File: config.mk
export PLATFORM = sky130hd
export DESIGN_NAME = dual_bank_parallel_io
export DESIGN_NICKNAME = d
export VERILOG_FILES = /design/src/pkg/parallel_io_pkg.sv /design/src/design/irq_trigger.sv /design/src/design/dual_bank_parallel_io.sv
export SDC_FILE = /design/constraint.sdc
export NUM_CORES = 1
export LEC_CHECK = 0
export BUFFER_PORTS_ARGS = -buffer_cell sky130_fd_sc_hd__buf_2
export CORE_ASPECT_RATIO = 1.4
export CORE_UTILIZATION = 30
export DETAILED_ROUTE_END_ITERATION = 10
export PLACE_DENSITY_LB_ADDON = 0.25
export SLEW_MARGIN = 20
export SYNTH_ARGS = -nofsm -noshare
export SYNTH_HDL_FRONTEND = slang
export SYNTH_HIERARCHICAL = 1
export SYNTH_SLANG_ARGS = --single-unit
File: constraint.sdc
create_clock -name aclk -period 2.4 [get_ports aclk]
set_input_delay 0.48 -clock aclk [delete_from_list [all_inputs] [get_ports aclk]]
set_output_delay 0.48 -clock aclk [all_outputs]
set_load 0.03 [all_outputs]
File: src/pkg/parallel_io_pkg.sv
package parallel_io_pkg;

    ////////////////////////////////////////////////////////////////////////
    // Bus geometry
    localparam int AXI_ADDR_W = 8;
    localparam int AXI_DATA_W = 32;
    localparam int REG_IDX_W = 6;
    localparam int BYTE_W = 8;
    localparam int NUM_BANKS = 2;

    // Register indices; byte address is four times the index
    localparam logic [REG_IDX_W-1:0] IDX_B1_PORT_A = 6'h00;
    localparam logic [REG_IDX_W-1:0] IDX_B1_PORT_B = 6'h01;
    localparam logic [REG_IDX_W-1:0] IDX_B1_PORT_C = 6'h02;
    localparam logic [REG_IDX_W-1:0] IDX_B1_DIR_CTRL = 6'h03;
    localparam logic [REG_IDX_W-1:0] IDX_B1_IRQ_SETUP = 6'h04;
    localparam logic [REG_IDX_W-1:0] IDX_IRQ_PENDING = 6'h05;
    localparam logic [REG_IDX_W-1:0] IDX_IRQ_MASK = 6'h06;
    localparam logic [REG_IDX_W-1:0] IDX_B2_PORT_A = 6'h08;
    localparam logic [REG_IDX_W-1:0] IDX_B2_PORT_B = 6'h09;
    localparam logic [REG_IDX_W-1:0] IDX_B2_PORT_C = 6'h0A;
    localparam logic [REG_IDX_W-1:0] IDX_B2_DIR_CTRL = 6'h0B;
    localparam logic [REG_IDX_W-1:0] IDX_B2_IRQ_SETUP = 6'h0C;

    ////////////////////////////////////////////////////////////////////////
    // Control word fields
    localparam int DIR_C_LO_BIT = 0;
    localparam int DIR_B_BIT = 1;
    localparam int DIR_C_HI_BIT = 3;
    localparam int DIR_A_BIT = 4;
    localparam int CMD_SELECT_BIT = 7;
    localparam int BSR_VALUE_BIT = 0;
    localparam int BSR_SEL_LSB = 1;
    localparam int BSR_SEL_MSB = 3;
    localparam int NIBBLE_W = 4;

    // Interrupt setup and pending fields
    localparam int IRQ_EN_BIT = 2;
    localparam int IRQ_SETUP_W = 3;
    localparam int IRQ_SRC_BIT = 0;
    localparam int PEND_BANK1_BIT = 0;
    localparam int PEND_BANK2_BIT = 4;

    // Bus responses
    localparam logic [1:0] RESP_OKAY = 2'h0;
    localparam logic [1:0] RESP_SLVERR = 2'h2;

    ////////////////////////////////////////////////////////////////////////
    // Types
    typedef enum logic [1:0] {
        IRQ_LOW_LEVEL = 2'b00,
        IRQ_HIGH_LEVEL = 2'b01,
        IRQ_FALL_EDGE = 2'b10,
        IRQ_RISE_EDGE = 2'b11
    } irq_mode_t;

    typedef enum logic [2:0] {
        LOC_PORT_A = 3'b000,
        LOC_PORT_B = 3'b001,
        LOC_PORT_C = 3'b010,
        LOC_DIR_CTRL = 3'b011,
        LOC_IRQ_SETUP = 3'b100,
        LOC_PENDING = 3'b101,
        LOC_MASK = 3'b110,
        LOC_NONE = 3'b111
    } reg_loc_t;

    typedef struct packed {
        logic [BYTE_W-1:0] c;
        logic [BYTE_W-1:0] b;
        logic [BYTE_W-1:0] a;
    } port_bytes_t;

    // One means input
    typedef struct packed {
        logic a;
        logic b;
        logic c_hi;
        logic c_lo;
    } dir_t;

    typedef struct packed {
        logic enable;
        irq_mode_t mode;
    } irq_setup_t;

    localparam dir_t DIR_RESET = 4'hF;
    localparam irq_setup_t IRQ_SETUP_RESET = 3'h0;
    localparam port_bytes_t OUT_RESET = 24'h000000;
    localparam port_bytes_t OE_RESET = 24'h000000;

endpackage

File: src/design/irq_trigger.sv
`timescale 1ns/1ps

// Watches one source line and pulses when the chosen condition holds
module irq_trigger
    import parallel_io_pkg::*;
(
    // Clock and reset
    input wire logic aclk,
    input wire logic aresetn,
    // Setup and source
    input wire irq_setup_t setup,
    input wire logic source,
    // Result
    output logic event_out
);

    typedef struct packed {
        logic prev;
        logic event_hit;
    } trig_state_t;

    trig_state_t st_q;
    trig_state_t st_d;

    ////////////////////////////////////////////////////////////////////////
    // Levels report every cycle; pending is sticky so that does no harm
    always_comb begin
        st_d = st_q;
        st_d.prev = source;
        st_d.event_hit = 1'b0;
        if (setup.enable) begin
            case (setup.mode)
                IRQ_LOW_LEVEL: st_d.event_hit = ~source;
                IRQ_HIGH_LEVEL: st_d.event_hit = source;
                IRQ_FALL_EDGE: st_d.event_hit = st_q.prev & ~source;
                IRQ_RISE_EDGE: st_d.event_hit = ~st_q.prev & source;
                default: st_d.event_hit = 1'b0;
            endcase
        end
    end

    // Idle line sits high behind the pull-ups, so prev starts high
    always_ff @(posedge aclk) begin
        if (!aresetn) begin
            st_q <= 2'b10;
        end else begin
            st_q <= st_d;
        end
    end

    assign event_out = st_q.event_hit;

endmodule

File: src/design/dual_bank_parallel_io.sv
`timescale 1ns/1ps

// What this block does
// - An input bit reads one when its pin is high, zero when low.
// - An undriven input line reads one through the board pull-ups.
// - Reading an output port returns its output register, the driven value.
// - Each port keeps an output register, always writable, kept across turns.
// - Outputs are active high: stored one drives high, zero drives low.
// - Port C is read and written as one eight-bit register.
// - Split port C reads live pins on input nibble, outputs on other.
// - Split port C write drives output nibble, only stores input nibble.
// - Registers sit at base plus offset; bank one 0 to 6, bank two 8 up.
// - Port and nibble directions are set through the write-only control word.
// - Interrupt setup holds enable in bit 2, mode in bits 1:0, rest zero.
// - A control word command sets or clears one port C bit alone.
// - Direction bits: 0 C low, 1 B, 3 C high, 4 A; one is input.
// - Mode 00 low, 01 high, 10 falling, 11 rising on source line.
// - Each bank's interrupt source is its port A bit 0; enables reset zero.
// - Pending bank one in bit 0, bank two in bit 4; read clears.
module dual_bank_parallel_io
    import parallel_io_pkg::*;
(
    // Clock and reset
    input wire logic aclk,
    input wire logic aresetn,
    // Write address channel
    input wire logic [AXI_ADDR_W-1:0] awaddr,
    input wire logic [2:0] awprot,
    input wire logic awvalid,
    output logic awready,
    // Write data channel
    input wire logic [AXI_DATA_W-1:0] wdata,
    input wire logic [AXI_DATA_W/8-1:0] wstrb,
    input wire logic wvalid,
    output logic wready,
    // Write response channel
    output logic [1:0] bresp,
    output logic bvalid,
    input wire logic bready,
    // Read address channel
    input wire logic [AXI_ADDR_W-1:0] araddr,
    input wire logic [2:0] arprot,
    input wire logic arvalid,
    output logic arready,
    // Read data channel
    output logic [AXI_DATA_W-1:0] rdata,
    output logic [1:0] rresp,
    output logic rvalid,
    input wire logic rready,
    // Port pins of both banks
    input wire port_bytes_t [NUM_BANKS-1:0] pin_in,
    output port_bytes_t [NUM_BANKS-1:0] pin_out,
    output port_bytes_t [NUM_BANKS-1:0] pin_oe,
    // Interrupt
    output logic irq
);

    ////////////////////////////////////////////////////////////////////////
    // All state of the block apart from the trigger detectors
    typedef struct packed {
        logic aw_held;
        logic [AXI_ADDR_W-1:0] aw_addr;
        logic w_held;
        logic [AXI_DATA_W-1:0] w_data;
        logic w_lane0;
        logic awready;
        logic wready;
        logic bvalid;
        logic [1:0] bresp;
        logic arready;
        logic rvalid;
        logic [1:0] rresp;
        logic [AXI_DATA_W-1:0] rdata;
        port_bytes_t [NUM_BANKS-1:0] out_reg;
        port_bytes_t [NUM_BANKS-1:0] oe;
        dir_t [NUM_BANKS-1:0] dir;
        irq_setup_t [NUM_BANKS-1:0] irq_setup;
        logic [NUM_BANKS-1:0] pending;
        logic [NUM_BANKS-1:0] mask;
        logic irq;
    } state_t;

    state_t st_q;
    state_t st_d;

    logic [NUM_BANKS-1:0] trig_event;

    ////////////////////////////////////////////////////////////////////////
    // Address decode: index to bank and register kind
    function automatic reg_loc_t decode_loc(
        input logic [REG_IDX_W-1:0] idx
    );
        reg_loc_t loc;
        loc = LOC_NONE;
        if (idx == IDX_B1_PORT_A || idx == IDX_B2_PORT_A) begin
            loc = LOC_PORT_A;
        end else if (idx == IDX_B1_PORT_B || idx == IDX_B2_PORT_B) begin
            loc = LOC_PORT_B;
        end else if (idx == IDX_B1_PORT_C || idx == IDX_B2_PORT_C) begin
            loc = LOC_PORT_C;
        end else if (idx == IDX_B1_DIR_CTRL || idx == IDX_B2_DIR_CTRL) begin
            loc = LOC_DIR_CTRL;
        end else if (idx == IDX_B1_IRQ_SETUP || idx == IDX_B2_IRQ_SETUP) begin
            loc = LOC_IRQ_SETUP;
        end else if (idx == IDX_IRQ_PENDING) begin
            loc = LOC_PENDING;
        end else if (idx == IDX_IRQ_MASK) begin
            loc = LOC_MASK;
        end else begin
            loc = LOC_NONE;
        end
        return loc;
    endfunction

    // Bank two registers lie eight indices above bank one
    function automatic logic decode_bank(
        input logic [REG_IDX_W-1:0] idx
    );
        return (idx >= IDX_B2_PORT_A) ? 1'b1 : 1'b0;
    endfunction

    ////////////////////////////////////////////////////////////////////////
    // Per-bit readback: input bits show the pins, output bits the register
    function automatic port_bytes_t port_view(
        input port_bytes_t pins,
        input port_bytes_t outs,
        input dir_t dir
    );
        port_bytes_t v;
        v.a = dir.a ? pins.a : outs.a;
        v.b = dir.b ? pins.b : outs.b;
        // Nibbles pick their sources apart when the port is split
        v.c[NIBBLE_W-1:0] = dir.c_lo ? pins.c[NIBBLE_W-1:0]
                                     : outs.c[NIBBLE_W-1:0];
        v.c[BYTE_W-1:NIBBLE_W] = dir.c_hi ? pins.c[BYTE_W-1:NIBBLE_W]
                                          : outs.c[BYTE_W-1:NIBBLE_W];
        return v;
    endfunction

    // Pending flags laid out at their status bit positions
    function automatic logic [BYTE_W-1:0] flag_layout(
        input logic [NUM_BANKS-1:0] flags
    );
        logic [BYTE_W-1:0] v;
        v = 8'h00;
        v[PEND_BANK1_BIT] = flags[0];
        v[PEND_BANK2_BIT] = flags[1];
        return v;
    endfunction

    ////////////////////////////////////////////////////////////////////////
    // Trigger detectors, one per bank, sensing port A bit 0
    for (genvar g = 0; g < NUM_BANKS; g++) begin : g_trig
        irq_trigger u_trig (
            .aclk(aclk),
            .aresetn(aresetn),
            .setup(st_q.irq_setup[g]),
            .source(pin_in[g].a[IRQ_SRC_BIT]),
            .event_out(trig_event[g])
        );
    end

    ////////////////////////////////////////////////////////////////////////
    // Next-state logic
    always_comb begin
        reg_loc_t wloc;
        reg_loc_t rloc;
        logic wbank;
        logic rbank;
        logic do_write;
        logic do_read;
        logic [REG_IDX_W-1:0] widx;
        logic [REG_IDX_W-1:0] ridx;
        logic [BYTE_W-1:0] wbyte;
        logic [BSR_SEL_MSB-BSR_SEL_LSB:0] bsr_sel;
        logic [BYTE_W-1:0] rbyte;
        port_bytes_t view;

        st_d = st_q;
        widx = st_q.aw_addr[AXI_ADDR_W-1:2];
        ridx = araddr[AXI_ADDR_W-1:2];
        wloc = decode_loc(widx);
        rloc = decode_loc(ridx);
        wbank = decode_bank(widx);
        rbank = decode_bank(ridx);
        wbyte = st_q.w_data[BYTE_W-1:0];
        bsr_sel = wbyte[BSR_SEL_MSB:BSR_SEL_LSB];
        rbyte = 8'h00;
        view = port_view(pin_in[rbank], st_q.out_reg[rbank],
                         st_q.dir[rbank]);

        // Address and data are caught in either order
        if (awvalid && st_q.awready) begin
            st_d.aw_held = 1'b1;
            st_d.aw_addr = awaddr;
        end
        if (wvalid && st_q.wready) begin
            st_d.w_held = 1'b1;
            st_d.w_data = wdata;
            st_d.w_lane0 = wstrb[0];
        end
        if (st_q.bvalid && bready) begin
            st_d.bvalid = 1'b0;
        end

        // Write executes once both halves are held and no answer waits
        do_write = st_q.aw_held && st_q.w_held && !st_q.bvalid;
        if (do_write) begin
            st_d.aw_held = 1'b0;
            st_d.w_held = 1'b0;
            st_d.bvalid = 1'b1;
            st_d.bresp = (wloc == LOC_NONE) ? RESP_SLVERR : RESP_OKAY;
            if (st_q.w_lane0) begin
                case (wloc)
                    LOC_PORT_A: st_d.out_reg[wbank].a = wbyte;
                    LOC_PORT_B: st_d.out_reg[wbank].b = wbyte;
                    // Whole byte lands in the register; input nibble pins
                    // stay undriven since their enables are off
                    LOC_PORT_C: st_d.out_reg[wbank].c = wbyte;
                    LOC_DIR_CTRL: begin
                        if (wbyte[CMD_SELECT_BIT]) begin
                            st_d.dir[wbank].a = wbyte[DIR_A_BIT];
                            st_d.dir[wbank].b = wbyte[DIR_B_BIT];
                            st_d.dir[wbank].c_hi = wbyte[DIR_C_HI_BIT];
                            st_d.dir[wbank].c_lo = wbyte[DIR_C_LO_BIT];
                        end else begin
                            st_d.out_reg[wbank].c[bsr_sel] =
                                wbyte[BSR_VALUE_BIT];
                        end
                    end
                    LOC_IRQ_SETUP:
                        st_d.irq_setup[wbank] = wbyte[IRQ_SETUP_W-1:0];
                    LOC_PENDING: begin
                        // Writing a one also clears, for polled use
                        if (wbyte[PEND_BANK1_BIT]) begin
                            st_d.pending[0] = 1'b0;
                        end
                        if (wbyte[PEND_BANK2_BIT]) begin
                            st_d.pending[1] = 1'b0;
                        end
                    end
                    LOC_MASK: begin
                        st_d.mask[0] = wbyte[PEND_BANK1_BIT];
                        st_d.mask[1] = wbyte[PEND_BANK2_BIT];
                    end
                    default: st_d.bresp = RESP_SLVERR;
                endcase
            end
        end

        // Read answer retires when the master takes it
        if (st_q.rvalid && rready) begin
            st_d.rvalid = 1'b0;
        end
        do_read = arvalid && st_q.arready;
        if (do_read) begin
            case (rloc)
                LOC_PORT_A: rbyte = view.a;
                LOC_PORT_B: rbyte = view.b;
                LOC_PORT_C: rbyte = view.c;
                LOC_DIR_CTRL: rbyte = 8'h00; // Write-only
                LOC_IRQ_SETUP: rbyte = {5'h00, st_q.irq_setup[rbank]};
                LOC_PENDING: begin
                    rbyte = flag_layout(st_q.pending);
                    st_d.pending = '0;
                end
                LOC_MASK: rbyte = flag_layout(st_q.mask);
                default: rbyte = 8'h00;
            endcase
            st_d.rvalid = 1'b1;
            st_d.rdata = {24'h000000, rbyte};
            st_d.rresp = (rloc == LOC_NONE) ? RESP_SLVERR : RESP_OKAY;
        end

        // Events come last so a trigger in the clearing cycle survives
        st_d.pending = st_d.pending | trig_event;

        // Ready flags follow the hold state, one item of each in flight
        st_d.awready = !st_d.aw_held && !st_d.bvalid;
        st_d.wready = !st_d.w_held && !st_d.bvalid;
        st_d.arready = !st_d.rvalid;

        // Enables follow directions; register keeps value across turns
        for (int b = 0; b < NUM_BANKS; b++) begin
            st_d.oe[b].a = {BYTE_W{~st_d.dir[b].a}};
            st_d.oe[b].b = {BYTE_W{~st_d.dir[b].b}};
            st_d.oe[b].c = {{NIBBLE_W{~st_d.dir[b].c_hi}},
                            {NIBBLE_W{~st_d.dir[b].c_lo}}};
        end

        // Single level line for any unmasked pending flag
        st_d.irq = |(st_d.pending & st_d.mask);
    end

    ////////////////////////////////////////////////////////////////////////
    // State register; all ports come up as inputs, interrupts off
    always_ff @(posedge aclk) begin
        if (!aresetn) begin
            st_q.aw_held <= 1'b0;
            st_q.aw_addr <= 8'h00;
            st_q.w_held <= 1'b0;
            st_q.w_data <= 32'h00000000;
            st_q.w_lane0 <= 1'b0;
            st_q.awready <= 1'b0;
            st_q.wready <= 1'b0;
            st_q.bvalid <= 1'b0;
            st_q.bresp <= RESP_OKAY;
            st_q.arready <= 1'b0;
            st_q.rvalid <= 1'b0;
            st_q.rresp <= RESP_OKAY;
            st_q.rdata <= 32'h00000000;
            st_q.out_reg <= {NUM_BANKS{OUT_RESET}};
            st_q.oe <= {NUM_BANKS{OE_RESET}};
            st_q.dir <= {NUM_BANKS{DIR_RESET}};
            st_q.irq_setup <= {NUM_BANKS{IRQ_SETUP_RESET}};
            st_q.pending <= 2'h0;
            st_q.mask <= 2'h0;
            st_q.irq <= 1'b0;
        end else begin
            st_q <= st_d;
        end
    end

    ////////////////////////////////////////////////////////////////////////
    // Outputs straight from the state register
    assign awready = st_q.awready;
    assign wready = st_q.wready;
    assign bvalid = st_q.bvalid;
    assign bresp = st_q.bresp;
    assign arready = st_q.arready;
    assign rvalid = st_q.rvalid;
    assign rresp = st_q.rresp;
    assign rdata = st_q.rdata;
    assign pin_out = st_q.out_reg;
    assign pin_oe = st_q.oe;
    assign irq = st_q.irq;

endmodule

==> flow_metrics.tcl <==
set metrics [dict create \
    cts-buffers-inserted 9 \
    die_w_um 126.3 \
    rsz0062_at_grt "false" \
    avgRoutedWirePerCell_um 17.95 \
    grt_antenna_before_repair 0 \
    synth_flop_cell "dfxtp_1" \
    async_flop_share_pct 0 \
    worst_slew_pin_slew_ns 0.7190 \
    avgSynthCellArea_um2 8.547 \
    wl_um 19570 \
    multiInputGateArea_um2 3102 \
    fin_crit_ns 2.106 \
    p_int_uw 2846 \
    nNetsFinal 938 \
    power_density_nw_per_um2 557.2 \
    yosysTopAreaCell "dfxtp_1" \
    stdcell_area_um2 7086 \
    placed_area_um2 6782 \
    clkSinkCount 111 \
    dp_hpwl_um 15010 \
    hold_end "st_q[197]$_SDFFE_PN0P_" \
    grt_pass1_vias 4899 \
    cts.clk_slew.worst_paths_ns 0.08 \
    path_class "reg -> reg" \
    hold_depth 3 \
    core_area_um2 21200 \
    io_buffers 187 \
    ys_warn_count 6 \
    rr_worst_depth 6 \
    fmax_ghz 0.4749 \
    finalCritPeriodShare_pct 87.75 \
    grt_util_all_layers_pct 17.68 \
    synth_fa_ha_area_share_pct 0.1543 \
    postCtsSetupBuffers 0 \
    clock_path_buffers 2 \
    synth_top_family_by_area "buffers and inverters" \
    fin_setup_tns_ns 0 \
    antenna-diode-count 0 \
    drtPass1Iterations 7 \
    final_cells 1090 \
    gp_congestion 0.8260 \
    ys_ff_latch 111 \
    syn_inst 759 \
    num_rows 63 \
    cp_max_fo 18 \
    regArea_um2 2222 \
    viasPerCell 4.869 \
    post-place-cells 1074 \
    die_h_um 176.0 \
    hp-start "awaddr[7]" \
    reg2reg_slack_ns 0.29 \
    ir_worst_vdd_mv 0.3305 \
    cts_tree "yes" \
    grt_max_degree 27 \
    yosysSeqAreaShare_pct 34.25 \
    grt_remaining_overflow 0 \
    synth_area_leaders "dfxtp_1 34%, buf_4 16%, mux2i_1 11%" \
    r2r_start "st_q[192]$_SDFFE_PN0P_" \
    yosys.area_share.xor_xnor_pct 0 \
    cp.required_ns 2.66 \
    drv_slew 0 \
    clkPwrFrac_pct 40.4 \
    ys_types 56 \
    clock-root-buffer "clkbuf_16" \
    htreeDepth 3 \
    drt_iter0_drc 242 \
    critPathCaptureType "flip-flop" \
    power.switching_uw 1102 \
    drc 0 \
    synth-edff-count 0 \
    pwr-share-seq_pct 48.3 \
    yosys.area.top_type_share_pct 34.25 \
    switching_share_pct 27.92 \
    drive_above_1_share_pct 31.45 \
    skew_ns 0.01342 \
    final.fill_count 2269 \
    finalHoldViolations 0 \
    clock_latency_ns 0.37 \
    worst_ep_arrival_time_ns 2.36 \
    relSlewSlack_pct 52.00 \
    initial_core_util_pct 30.60 \
    areaGrowthSynthToFinish_pct 9.219 \
    comb_power_share_pct 11.3 \
    cts_hold_buf 0 \
    status "finished clean" \
    synth_compound_area_share_pct 13.98 \
    grt_pass1_wl_um 29290 \
    die_area_um2 22230 \
    startpoint_type "flip-flop" \
    netlist_area_um2 6487 \
    setup_violations 0 \
    p_leak_uw 0.003488 \
    cts_resized 0 \
    ioPinCount 251 \
    cap_violations 0 \
    synth.area.mux_share_pct 15.58 \
    hp-class "in -> reg" \
    fin_util_pct 33.42 \
    yosysMostFrequentCell "buf_4" \
    yosys.area_share.simple_pct 16.51 \
    synth_common_cells "134 x buf_4, 111 x dfxtp_1, 74 x mux2i_1, 73 x nand2_1, 64 x nor2_1" \
    ant_nets 0 \
    vias 5307 \
]
-- power groups by stage --
stage	sequential, uW	combinational (uW)	clock, uW
finish	1910	447	1600
global route	1910	486	1700
CTS	1910	449	1630
detailed placement	1950	447	0
global placement	1950	447	0
floorplan	1930	330	0
-- stage by stage --
step,power [uW],hold slack (ns),setup slack (ns)
2_1_floorplan,2264,0.4212,0.6521
3_3_place_gp,2397,0.4401,0.05173
3_5_place_dp,2398,0.4467,0.05452
4_1_cts,3985,0.3494,0.2981
5_1_grt,4099,0.3582,0.1313
6_report,3948,0.3611,0.2941
-- how the worst max path moves through the flow --
stage                           startpoint               endpoint
CTS                 st_q[192]$_SDFFE_PN0P_              flip-flop
finish              st_q[192]$_SDFFE_PN0P_              flip-flop
detailed placement               araddr[2]  rdata[0]$_SDFFE_PN0P_
global placement                 araddr[2]  rdata[0]$_SDFFE_PN0P_
floorplan                bvalid$_SDFF_PN0_              flip-flop
global route        st_q[192]$_SDFFE_PN0P_              flip-flop
-- critical path, stage by stage, from the launching register on --
cell	delay, ns
dfxtp_1	0.42
buf_4	0.26
clkinv_1	0.11
nor2_1	0.27
and3_1	0.61
mux2i_1	0.26
nor2_1	0.06
-- metal layers --
metal  wire [um]  GRT usage [%]  vias up
li1            -              -     2597
met1        8244          20.93     2499
met2        9920          31.38      189
met3         841          2.545       22
met4         558          8.082        0
met5           0              0        -
-- kinds of logic after synthesis --
kind of cell / count (synthesis)
and+or+nand+nor: 218
AOI/OAI and AO/OA: 144
adders and majority gates: 1
muxes: 98
buffers and inverters: 186
DFF: 111
other: 1
-- cell type report --
class | instances | area share [%]
Multi-Input combinational cell | 487 | 43.78
Tap cell | 260 | 4.591
Sequential cell | 111 | 31.36
Clock inverter | 6 | 1.060
Clock buffer | 10 | 3.232
Timing Repair Buffer | 207 | 15.50
Inverter | 9 | 0.4768
-- cells in the final DEF, fill, tap and decap left out, drive strengths merged, types with 3 or more instances in the layout --
cell type,count
mux2i,74
buf,207
or3,3
nand3,20
nor3b,4
a21o,7
conb,26
mux2,24
a21boi,3
inv,11
nor2b,11
nand4,8
nand2,73
dfxtp,111
a22o,6
clkbuf,10
a21oi,54
and3,6
nand4b,3
nor2,65
and2,9
o21ai,23
nor3,6
a31oi,8
o211ai,16
a211oi,11
nand2b,6
a22oi,3
Note: power is estimated with default switching activity, not from simulation.
